### src/inc/uart_defines.svh
// Purpose: Offsets, field positions and reset values of the serial channel
// Assumes: Word-wide register port with 3-bit address
// Notes:   Included by bare name
`ifndef UART_DEFINES_SVH
`define UART_DEFINES_SVH
// ****************************************************************
// Register offsets
// ****************************************************************
`define OFS_MODE    3'h0
`define OFS_ERRST   3'h1
`define OFS_TXST    3'h2
`define OFS_RXBUF   3'h3
`define OFS_TXBUF   3'h4
`define OFS_DIV     3'h5
// ****************************************************************
// Mode register fields
// ****************************************************************
`define MODE_UNIT   7
`define MODE_TXEN   6
`define MODE_RXEN   5
`define MODE_PAR_HI 4
`define MODE_PAR_LO 3
`define MODE_ROUTE  0
`define MODE_RST    8'h00
// ****************************************************************
// Status fields and reset values
// ****************************************************************
`define ERR_PAR     2
`define ERR_FRM     1
`define ERR_OVR     0
`define TXST_FULL   1
`define TXST_BUSY   0
`define DIV_RST     8'h10
`define DATA_BITS   4'h8
`endif

### src/inc/uart_pkg.sv
// Purpose: Types of the serial channel
// Assumes: Nothing
// Notes:   Parity encoding shared by bus and frame logic
package uart_pkg;
  typedef enum logic [1:0] {
    PAR_NONE = 2'h0,
    PAR_ZERO = 2'h1,
    PAR_ODD  = 2'h2,
    PAR_EVEN = 2'h3
  } parity_e;
  typedef enum logic [4:0] {
    S_IDLE  = 5'h01,
    S_START = 5'h02,
    S_DATA  = 5'h04,
    S_PAR   = 5'h08,
    S_STOP  = 5'h10
  } frame_e;
endpackage : uart_pkg

### src/logic/uart_rx_errors_tx_end.sv
// Purpose: Serial channel: transmit end handling, reception and errors
// Assumes: 8 data bits, 1 stop bit, bit time set by divisor register
// Notes:   Divisor below 2 is treated as 2
//
// The address-and-strobe port and the register addresses were chosen for this implementation.
`timescale 1ns/10ps
`default_nettype none
`include "uart_defines.svh"
//
// Contract
// - Pending word keeps busy, next frame sent
// - Last completion irq with busy reading 0
// - Clearing unit or tx enable resets transmitter
// - Unit enable first, then receive enable
// - Falling edge starts; low at start sample
// - Line sampled on serial clock into shifter
// - Disabled receiver idle, buffer kept, no irq
// - Stop bit: completion irq and buffer load
// - Overrun: no load, routed interrupt
// - Parity/framing error: finish frame, load, route
// - Receive disable mid-frame stops silently
// - Error flag set with its interrupt
// - Reading error status clears all flags
// - Routing bit picks error or completion irq
// - Framing error when stop bit missing
// - Overrun when unread buffer gets new frame
// - Even parity generate and check
// - Odd parity generate and check
// - Zero parity sends 0, no check
// - No parity bit, no check
// - Tx completion irq at stop bit start
// - Buffer-full flag shows write not allowed
module uart_rx_errors_tx_end
  import uart_pkg::*;
(
  input  wire logic       clock,
  input  wire logic       rstn,
  input  wire logic [2:0] addr,
  input  wire logic [7:0] wdata,
  input  wire logic       wr,
  input  wire logic       rd,
  output logic      [7:0] rdata,
  input  wire logic       rx_data_line,
  output logic            tx_data_line,
  output logic            tx_complete_irq,
  output logic            rx_complete_irq,
  output logic            rx_error_irq
);
  // ****************************************************************
  // Registers
  // ****************************************************************
  logic [7:0] mode_q;
  logic [7:0] div_q;
  logic [7:0] rdata_q;
  logic [2:0] err_q;
  logic       tx_full_q;
  logic       tx_busy_q;
  logic [7:0] tx_buf_q;
  logic [7:0] rx_buf_q;
  logic       unread_q;
  logic       rx_active_q;
  logic       rx_en_prev_q;
  logic       unit_prev_q;
  logic       tx_on;
  logic [7:0] bit_len;
  parity_e    par;

  assign tx_on   = mode_q[`MODE_UNIT] & mode_q[`MODE_TXEN];
  assign bit_len = (div_q < 8'h02) ? 8'h02 : div_q;
  assign par     = parity_e'(mode_q[`MODE_PAR_HI:`MODE_PAR_LO]);

  always_ff @(posedge clock or negedge rstn) begin
    if (!rstn) begin
      mode_q <= `MODE_RST;
      div_q  <= `DIV_RST;
    end else if (wr) begin
      if (addr == `OFS_MODE) mode_q <= wdata;
      if (addr == `OFS_DIV)  div_q  <= wdata;
    end
  end

  // Read data stand one cycle after the strobe; unmapped reads give zero
  always_ff @(posedge clock or negedge rstn) begin
    if (!rstn) begin
      rdata_q <= 8'h00;
    end else if (rd) begin
      case (addr)
        `OFS_MODE:  rdata_q <= mode_q;
        `OFS_ERRST: rdata_q <= {5'h00, err_q};
        `OFS_TXST:  rdata_q <= {6'h00, tx_full_q, tx_busy_q};
        `OFS_RXBUF: rdata_q <= rx_buf_q;
        `OFS_DIV:   rdata_q <= div_q;
        default:    rdata_q <= 8'h00;
      endcase
    end else begin
      rdata_q <= 8'h00;
    end
  end
  assign rdata = rdata_q;

  // ordered enabling
  // Arms only on a receive-enable rise after unit enable already stood
  always_ff @(posedge clock or negedge rstn) begin
    if (!rstn) begin
      rx_active_q  <= 1'b0;
      rx_en_prev_q <= 1'b0;
      unit_prev_q  <= 1'b0;
    end else begin
      rx_en_prev_q <= mode_q[`MODE_RXEN];
      unit_prev_q  <= mode_q[`MODE_UNIT];
      if (!mode_q[`MODE_UNIT] || !mode_q[`MODE_RXEN]) begin
        rx_active_q <= 1'b0;
      end else if (!rx_en_prev_q && unit_prev_q) begin
        rx_active_q <= 1'b1;
      end
    end
  end

  // ****************************************************************
  // Transmitter
  // ****************************************************************
  frame_e     tx_st_q;
  logic [7:0] tx_cnt_q;
  logic [3:0] tx_bit_q;
  logic [7:0] tx_sh_q;
  logic       tx_par_q;
  logic       tx_tick;
  logic       tx_irq_q;
  logic       tx_line_q;

  assign tx_tick = (tx_cnt_q == 8'h00);

  always_ff @(posedge clock or negedge rstn) begin
    if (!rstn) begin
      tx_full_q <= 1'b0;
      tx_buf_q  <= 8'h00;
    end else if (!tx_on) begin
      tx_full_q <= 1'b0;
    end else if (wr && addr == `OFS_TXBUF && !tx_full_q) begin
      tx_buf_q  <= wdata;
      tx_full_q <= 1'b1;
    end else if (tx_st_q == S_IDLE && tx_full_q) begin
      tx_full_q <= 1'b0;
    end
  end

  always_ff @(posedge clock or negedge rstn) begin
    if (!rstn) begin
      tx_st_q   <= S_IDLE;
      tx_cnt_q  <= 8'h00;
      tx_bit_q  <= 4'h0;
      tx_sh_q   <= 8'h00;
      tx_par_q  <= 1'b0;
      tx_busy_q <= 1'b0;
      tx_irq_q  <= 1'b0;
      tx_line_q <= 1'b1;
    end else if (!tx_on) begin
      tx_st_q   <= S_IDLE;
      tx_busy_q <= 1'b0;
      tx_irq_q  <= 1'b0;
      tx_line_q <= 1'b1;
      tx_cnt_q  <= 8'h00;
    end else begin
      tx_irq_q <= 1'b0;
      tx_cnt_q <= tx_tick ? 8'h00 : tx_cnt_q - 8'h01;
      case (tx_st_q)
        S_IDLE: begin
          if (tx_full_q) begin
            tx_sh_q   <= tx_buf_q;
            tx_par_q  <= (par == PAR_EVEN) ? ^tx_buf_q :
                         (par == PAR_ODD) ? ~^tx_buf_q : 1'b0;
            tx_busy_q <= 1'b1;
            tx_line_q <= 1'b0;
            tx_cnt_q  <= bit_len - 8'h01;
            tx_st_q   <= S_START;
          end
        end
        S_START, S_DATA: begin
          if (tx_tick) begin
            tx_cnt_q <= bit_len - 8'h01;
            if (tx_st_q == S_START || tx_bit_q != `DATA_BITS) begin
              tx_line_q <= tx_sh_q[0];
              tx_sh_q   <= {1'b0, tx_sh_q[7:1]};
              tx_bit_q  <= tx_bit_q + 4'h1;
              tx_st_q   <= S_DATA;
            end else if (par != PAR_NONE) begin
              tx_line_q <= tx_par_q;
              tx_st_q   <= S_PAR;
            end else begin
              tx_line_q <= 1'b1;
              tx_irq_q  <= 1'b1;
              tx_busy_q <= tx_full_q | (wr && addr == `OFS_TXBUF);
              tx_st_q   <= S_STOP;
            end
            if (tx_st_q == S_START) tx_bit_q <= 4'h1;
          end
        end
        S_PAR: begin
          if (tx_tick) begin
            // irq as stop bit goes out
            tx_cnt_q  <= bit_len - 8'h01;
            tx_line_q <= 1'b1;
            tx_irq_q  <= 1'b1;
            // busy drops with last irq; a word landing now still counts
            tx_busy_q <= tx_full_q | (wr && addr == `OFS_TXBUF);
            tx_st_q   <= S_STOP;
          end
        end
        S_STOP: begin
          if (tx_full_q) tx_busy_q <= 1'b1;
          if (tx_tick) begin
            tx_bit_q <= 4'h0;
            tx_st_q  <= S_IDLE;
          end
        end
        default: tx_st_q <= S_IDLE;
      endcase
    end
  end
  assign tx_data_line    = tx_line_q;
  assign tx_complete_irq = tx_irq_q;

  // ****************************************************************
  // Receiver
  // ****************************************************************
  frame_e     rx_st_q;
  logic [7:0] rx_cnt_q;
  logic [3:0] rx_bit_q;
  logic [7:0] rx_sh_q;
  logic       rx_par_q;
  logic       rx_prev_q;
  logic       rx_tick;
  logic       done;
  logic       pe;
  logic       fe;
  logic       overrun_error_flag;
  logic       err;
  logic       err_rd;
  logic       buf_rd;
  logic       rxc_q;
  logic       rxe_q;

  assign rx_tick = (rx_cnt_q == 8'h00);
  assign done    = rx_active_q && rx_st_q == S_STOP && rx_tick;
  assign fe      = !rx_data_line;
  assign pe      = (par == PAR_EVEN) ? (^rx_sh_q ^ rx_par_q) :
                   (par == PAR_ODD) ? ~(^rx_sh_q ^ rx_par_q) : 1'b0;
  assign overrun_error_flag     = unread_q;
  assign err     = pe | fe | overrun_error_flag;
  assign err_rd  = rd && addr == `OFS_ERRST;
  assign buf_rd  = rd && addr == `OFS_RXBUF;

  always_ff @(posedge clock or negedge rstn) begin
    if (!rstn) begin
      rx_st_q   <= S_IDLE;
      rx_cnt_q  <= 8'h00;
      rx_bit_q  <= 4'h0;
      rx_sh_q   <= 8'h00;
      rx_par_q  <= 1'b0;
      rx_prev_q <= 1'b1;
    end else if (!rx_active_q) begin
      rx_st_q   <= S_IDLE;
      rx_cnt_q  <= 8'h00;
      rx_prev_q <= 1'b1;
    end else begin
      rx_prev_q <= rx_data_line;
      rx_cnt_q  <= rx_tick ? 8'h00 : rx_cnt_q - 8'h01;
      case (rx_st_q)
        S_IDLE: begin
          if (rx_prev_q && !rx_data_line) begin
            rx_cnt_q <= {1'b0, bit_len[7:1]} - 8'h01;
            rx_st_q  <= S_START;
          end
        end
        S_START: begin
          if (rx_tick) begin
            rx_cnt_q <= bit_len - 8'h01;
            rx_bit_q <= 4'h0;
            rx_st_q  <= rx_data_line ? S_IDLE : S_DATA;
          end
        end
        S_DATA: begin
          if (rx_tick) begin
            rx_cnt_q <= bit_len - 8'h01;
            rx_sh_q  <= {rx_data_line, rx_sh_q[7:1]};
            rx_bit_q <= rx_bit_q + 4'h1;
            if (rx_bit_q == `DATA_BITS - 4'h1) begin
              rx_st_q <= (par == PAR_NONE) ? S_STOP : S_PAR;
            end
          end
        end
        S_PAR: begin
          if (rx_tick) begin
            rx_cnt_q <= bit_len - 8'h01;
            rx_par_q <= rx_data_line;
            rx_st_q  <= S_STOP;
          end
        end
        S_STOP: begin
          // frame ends here even with errors
          if (rx_tick) rx_st_q <= S_IDLE;
        end
        default: rx_st_q <= S_IDLE;
      endcase
    end
  end

  always_ff @(posedge clock or negedge rstn) begin
    if (!rstn) begin
      rx_buf_q <= 8'h00;
      unread_q <= 1'b0;
    end else if (done && !overrun_error_flag) begin
      rx_buf_q <= rx_sh_q;
      unread_q <= 1'b1;
    end else if (buf_rd) begin
      unread_q <= 1'b0;
    end
  end

  // flags set beside irq; set beats read clear
  always_ff @(posedge clock or negedge rstn) begin
    if (!rstn) begin
      err_q <= 3'h0;
    end else if (done && err) begin
      err_q <= {pe, fe, overrun_error_flag};
    end else if (err_rd) begin
      err_q <= 3'h0;
    end
  end

  always_ff @(posedge clock or negedge rstn) begin
    if (!rstn) begin
      rxc_q <= 1'b0;
      rxe_q <= 1'b0;
    end else begin
      rxc_q <= done && (!err || mode_q[`MODE_ROUTE]);
      rxe_q <= done && err && !mode_q[`MODE_ROUTE];
    end
  end
  assign rx_complete_irq = rxc_q;
  assign rx_error_irq    = rxe_q;
endmodule : uart_rx_errors_tx_end
`default_nettype wire

### config.mk
export PLATFORM = sky130hd
export DESIGN_NAME = uart_rx_errors_tx_end
export DESIGN_NICKNAME = d
export VERILOG_FILES = /design/src/inc/uart_pkg.sv /design/src/logic/uart_rx_errors_tx_end.sv
export VERILOG_INCLUDE_DIRS = /design/src /design/src/inc
export SDC_FILE = /design/constraint.sdc
export NUM_CORES = 1
export LEC_CHECK = 0
export BUFFER_PORTS_ARGS = -buffer_cell sky130_fd_sc_hd__buf_4
export CORE_MARGIN = 2
export CORE_UTILIZATION = 52
export CTS_CLUSTER_DIAMETER = 30
export DETAILED_ROUTE_END_ITERATION = 8
export HOLD_SLACK_MARGIN = 0.12
export PLACE_DENSITY = 0.75
export REMOVE_ABC_BUFFERS = 1
export SLEW_MARGIN = 25
export SYNTH_ARGS = -nofsm -noshare
export SYNTH_HDL_FRONTEND = slang
export SYNTH_SLANG_ARGS = --single-unit
### constraint.sdc
create_clock -name clock -period 6.3 [get_ports clock]
set_input_delay 1.26 -clock clock [delete_from_list [all_inputs] [get_ports clock]]
set_output_delay 1.26 -clock clock [all_outputs]
set_load 0.03 [all_outputs]
==> impl_results.html <==
<table>
<tr><th>Metric</th><th>Value</th></tr>
<tr><th colspan="2">Clock network</th></tr>
<tr><td>Clock-pin transition on the worst setup and hold timing paths</td><td>roughly 70 ps</td></tr>
<tr><td>Root Driver</td><td>sky130_fd_sc_hd__clkbuf_16</td></tr>
<tr><td>Post-CTS resize count</td><td>0</td></tr>
<tr><td>Post-CTS repair timing setup buffer count</td><td>0</td></tr>
<tr><td>Worst-skew pair later-pin latency</td><td>350 ps</td></tr>
<tr><td>Clock tree from TritonCTS</td><td>yes</td></tr>
<tr><td>H-Tree Level Count</td><td>3</td></tr>
<tr><td>CTS Sinks</td><td>106</td></tr>
<tr><td>CTS hold repair buffers</td><td>0</td></tr>
<tr><td>Buffers from clock root to sink, at most</td><td>2</td></tr>
<tr><td>Clock buffers created by TritonCTS</td><td>9</td></tr>
<tr><th colspan="2">Final layout</th></tr>
<tr><td>Post-layout utilization of the core</td><td>59.38%</td></tr>
<tr><td>Commonest cells after routing, fill and taps aside</td><td>101 x sky130_fd_sc_hd__dfrtp_1, 61 x sky130_fd_sc_hd__mux2_2, 52 x sky130_fd_sc_hd__nor2_1</td></tr>
<tr><td>Most common cell after layout, fill and taps aside</td><td>sky130_fd_sc_hd__dfrtp_1</td></tr>
<tr><td>Share of final-layout standard cells stronger than drive strength 1</td><td>21.42%</td></tr>
<tr><td>Number of antenna diodes</td><td>0</td></tr>
<tr><td>Layout net count</td><td>approximately 620</td></tr>
<tr><td>Layout overhead on the synthesized area</td><td>9.981%</td></tr>
<tr><th colspan="2">Global routing</th></tr>
<tr><td>First-pass GRT wire length</td><td>~22000 um</td></tr>
<tr><td>Initial antenna violation count</td><td>0</td></tr>
<tr><td>Total global routing track utilization</td><td>between 20% and 30%</td></tr>
<tr><td>Via count of the first global-routing pass</td><td>about 4500</td></tr>
<tr><td>Largest net degree at the start of global routing</td><td>between 80 and 90</td></tr>
<tr><td>Global route total overflow</td><td>0</td></tr>
<tr><th colspan="2">Power</th></tr>
<tr><td>Largest voltage drop on the vdd net</td><td>0.2097 mV</td></tr>
<tr><td>Power density over cell area</td><td>between 300 and 400 nW/um2</td></tr>
<tr><td>Final Power</td><td>2.348 mW</td></tr>
<tr><td>Leak pwr</td><td>2.904 nW</td></tr>
<tr><th colspan="2">Critical path</th></tr>
<tr><td>Setup Crit Path Kind</td><td>flop to flop</td></tr>
<tr><td>Worst reg2reg startpoint</td><td>div_q[4]$_DFFE_PN1P_</td></tr>
<tr><td>Setup crit end kind</td><td>flop</td></tr>
<tr><td>Internal reg-to-reg setup slack</td><td>roughly 3400 ps</td></tr>
<tr><td>Critical-path maximum fanout</td><td>10</td></tr>
<tr><td>Critical register-to-register path endpoint</td><td>rx_cnt_q[7]$_DFF_PN0_</td></tr>
<tr><td>WP buf/inv</td><td>0</td></tr>
<tr><td>Worst-case reg-to-reg path depth</td><td>8</td></tr>
<tr><td>Data arrival time of the critical path</td><td>3160 ps</td></tr>
<tr><td>CP cell instances</td><td>nor4_1 &gt; a21oi_1 &gt; ha_1 &gt; nand2b_1 &gt; nor4_1 &gt; a21oi_1 &gt; a311oi_1 &gt; o21a_1</td></tr>
<tr><td>Top delay family on crit path</td><td>compound AO/OA/AOI/OAI gates</td></tr>
<tr><td>Startpoint type of the worst setup path</td><td>flop</td></tr>
<tr><td>Cell with the largest stage delay on the worst path</td><td>sky130_fd_sc_hd__dfstp_2</td></tr>
<tr><td>WP data required</td><td>6580 ps</td></tr>
<tr><td>Maximum single-stage delay on the critical path</td><td>between 600 and 700 ps</td></tr>
<tr><th colspan="2">Die</th></tr>
<tr><td>Number of standard-cell rows in the floorplan</td><td>38</td></tr>
<tr><td>Initial core utilization</td><td>approximately 54%</td></tr>
<tr><td>Total die area</td><td>12270 um2</td></tr>
<tr><td>Die boundary width</td><td>110.8 um</td></tr>
<tr><td>Die H</td><td>110.8 um</td></tr>
<tr><td>Top-level I/O count</td><td>28</td></tr>
<tr><td>Core Footprint</td><td>10980 um2</td></tr>
<tr><th colspan="2">Timing</th></tr>
<tr><td>Tightest Pin Transition</td><td>976.4 ps</td></tr>
<tr><td>Fmax achieved</td><td>~0.35 GHz</td></tr>
<tr><td>Setup repair after global routing missed its margin</td><td>false</td></tr>
<tr><td>Final number of setup-violating endpoints</td><td>0</td></tr>
<tr><td>Period utilisation layout</td><td>45.69%</td></tr>
<tr><td>WHS</td><td>450.9 ps</td></tr>
<tr><td>Number of endpoints with negative hold slack in the final report</td><td>0</td></tr>
<tr><td>Clock Skew</td><td>roughly 8.5 ps</td></tr>
<tr><td>Worst max-slew margin expressed relative to the limit</td><td>a little over a third</td></tr>
<tr><td>Slack of the critical path</td><td>between 3000 and 4000 ps</td></tr>
<tr><td>Max-slew violation total from the final report</td><td>0</td></tr>
<tr><td>Fin Setup TNS</td><td>0 ps</td></tr>
<tr><td>Minimum period implied by the final worst setup slack</td><td>2878 ps</td></tr>
<tr><th colspan="2">Synth</th></tr>
<tr><td>Commonest register cell after synthesis</td><td>sky130_fd_sc_hd__dfrtp_1</td></tr>
<tr><td>Average cell area after synthesis</td><td>10.28 um2</td></tr>
<tr><td>Count of distinct cell types in the synthesized netlist</td><td>77</td></tr>
<tr><td>Sequential area share after synthesis</td><td>~45%</td></tr>
<tr><td>Number of standard cells after synthesis</td><td>577</td></tr>
<tr><td>Synth async-reset ratio</td><td>100.0%</td></tr>
<tr><td>YS warnings</td><td>0</td></tr>
<tr><td>Total of flip-flops plus latches after synthesis</td><td>106</td></tr>
<tr><td>Number of enable-type register cells in the synthesized netlist</td><td>0</td></tr>
<tr><td>Syn Std Cell Area</td><td>5929 um2</td></tr>
<tr><th colspan="2">Placement</th></tr>
<tr><td>Pre-CTS setup slack</td><td>approximately 3200 ps</td></tr>
<tr><td>Estimated wirelength of the detail-placed design</td><td>a little over 9000 um</td></tr>
<tr><td>Count of input and output buffers</td><td>27</td></tr>
<tr><td>Last weighted congestion value of the routability-driven placer</td><td>0.9077</td></tr>
<tr><th colspan="2">Hold path</th></tr>
<tr><td>Hold/Removal Path Class</td><td>flop to flop</td></tr>
<tr><td>Hold_sp</td><td>mode_q[5]$_DFFE_PN0P_</td></tr>
<tr><td>WHS Endpoint</td><td>rx_en_prev_q$_DFF_PN0_</td></tr>
<tr><td>Hold Path Stages</td><td>0</td></tr>
<tr><th colspan="2">Routing</th></tr>
<tr><td>DRT iter0 DRCs</td><td>365</td></tr>
<tr><td>Total number of vias</td><td>4499</td></tr>
<tr><td># DRC</td><td>0</td></tr>
<tr><td>Total iterations of the first detailed-routing run</td><td>5</td></tr>
<tr><td>Total wirelength of the detailed-routed design</td><td>12840 um</td></tr>
<tr><td>Vias per Instance</td><td>6.138</td></tr>
<tr><td>Per-cell routed wire length</td><td>between 15 and 20 um</td></tr>
<tr><td>Routed Antenna Nets</td><td>0</td></tr>
<tr><th colspan="2">Outcome</th></tr>
<tr><td>Outcome</td><td>finished clean</td></tr>
<tr><th colspan="2">Run</th></tr>
<tr><td>Max-cap violations</td><td>0</td></tr>
</table>
## worst max-delay path by stage
stage                         startpoint               endpoint  depth (start not counted)  slack [ps]
global placement            rx_data_line  rx_cnt_q[0]$_DFF_PN0_                          6        3360
detailed placement          rx_data_line  rx_cnt_q[0]$_DFF_PN0_                          6        3240
finish              div_q[4]$_DFFE_PN1P_  rx_cnt_q[7]$_DFF_PN0_                          8        3420
floorplan                   rx_data_line  rx_cnt_q[0]$_DFF_PN0_                          5        3730
CTS                 div_q[4]$_DFFE_PN1P_  rx_cnt_q[7]$_DFF_PN0_                          8        3460
global route        div_q[4]$_DFFE_PN1P_  rx_cnt_q[7]$_DFF_PN0_                          8        3180
## synthesized netlist by cell type (all sizes together) (2+ instances only)
cell type / n / share of area, %
or4: 3 / 0.44
a21oi: 31 / 2.9
nor2: 53 / 3.4
a21boi: 4 / 0.51
a311oi: 2 / 0.30
a31oi: 4 / 0.42
mux2i: 8 / 1.4
xnor2: 19 / 2.8
and2: 4 / 0.42
or3: 7 / 0.82
o41ai: 5 / 0.74
inv: 14 / 0.89
buf: 8 / 0.78
nand2: 43 / 2.7
o21ai: 25 / 2.1
nor4b: 3 / 0.55
o211ai: 7 / 0.89
nand3b: 5 / 0.63
nor4: 7 / 1.4
o22a: 2 / 0.30
xor2: 13 / 1.9
ha: 10 / 2.1
a211o: 2 / 0.30
and3: 3 / 0.32
dfstp: 5 / 2.2
nand2b: 9 / 0.99
a22oi: 7 / 0.89
clkbuf: 19 / 1.2
dfrtp: 101 / 43
a41oi: 2 / 0.30
and3b: 2 / 0.30
nand4b: 5 / 0.84
nor3b: 3 / 0.57
mux2: 61 / 12
o21a: 6 / 0.76
nand3: 15 / 1.3
a22o: 2 / 0.30
a2bb2oi: 4 / 0.59
nand4: 2 / 0.21
nor3: 19 / 1.8
a21o: 3 / 0.38
nor2b: 8 / 0.84
o31ai: 4 / 0.51
## where the power goes
group | internal, mW | total [mW] | switching, mW
Combinational | 0.396 | 0.854 | 0.459
Sequential | 0.768 | 0.893 | 0.125
Clock | 0.348 | 0.601 | 0.252
## stage by stage
step,cells,cell area [um2]
after detailed placement,718,6197
after global routing,733,6521
final,733,6521
after global placement,718,6197
after CTS,733,6513
after floorplan,550,5812
## worst register-to-register path: stages, from the launching register on
cell                       delay [ps]
sky130_fd_sc_hd__dfstp_2          640
sky130_fd_sc_hd__nor4_1           130
sky130_fd_sc_hd__a21oi_1          380
sky130_fd_sc_hd__ha_1             300
sky130_fd_sc_hd__nand2b_1         100
sky130_fd_sc_hd__nor4_1           500
sky130_fd_sc_hd__a21oi_1          200
sky130_fd_sc_hd__a311oi_1         400
sky130_fd_sc_hd__o21a_1           170
## state kept, by name (all words and copies together) (netlist names), 3 cells and up
name / flops
mode_q: 8
err_q: 3
tx_buf_q: 8
tx_st_q: 5
rx_cnt_q: 8
tx_cnt_q: 8
tx_bit_q: 4
rx_st_q: 5
rx_bit_q: 4
rdata: 8
tx_sh_q: 8
rx_buf_q: 8
rx_sh_q: 8
div_q: 8
## layout make-up
type / instances / area (um2)
clock buffer: 9 / 225.2
clock inverter: 6 / 90.09
fill: 874 / 4462
inverter: 14 / 52.55
multi-input combinational: 430 / 3105
sequential: 106 / 2659
tap: 140 / 175.2
timing repair buffer: 28 / 214.0
## kinds of logic (layout without fill, tap and decap cells)
group / after synthesis / count (layout) / synth area share [%]
buf+inv: 41 / 57 / 2.870
simple gates: 194 / 194 / 17.83
flops: 106 / 106 / 44.84
compound gates: 124 / 124 / 14.31
xor+xnor: 33 / 33 / 5.107
fa+ha+maj: 10 / 10 / 2.110
mux: 69 / 69 / 12.94
## layer usage
layer / part of all wire (%) / up-vias / global-route usage [%]
met3: 4.3 / 30 / 3.773
met1: 45 / 2219 / 30.24
met4: 2.3 / 0 / 7.833
met2: 48 / 127 / 34.40
met5: 0 / - / 0
li1: - / 2123 / -
Power figures use the tool's default switching activity.
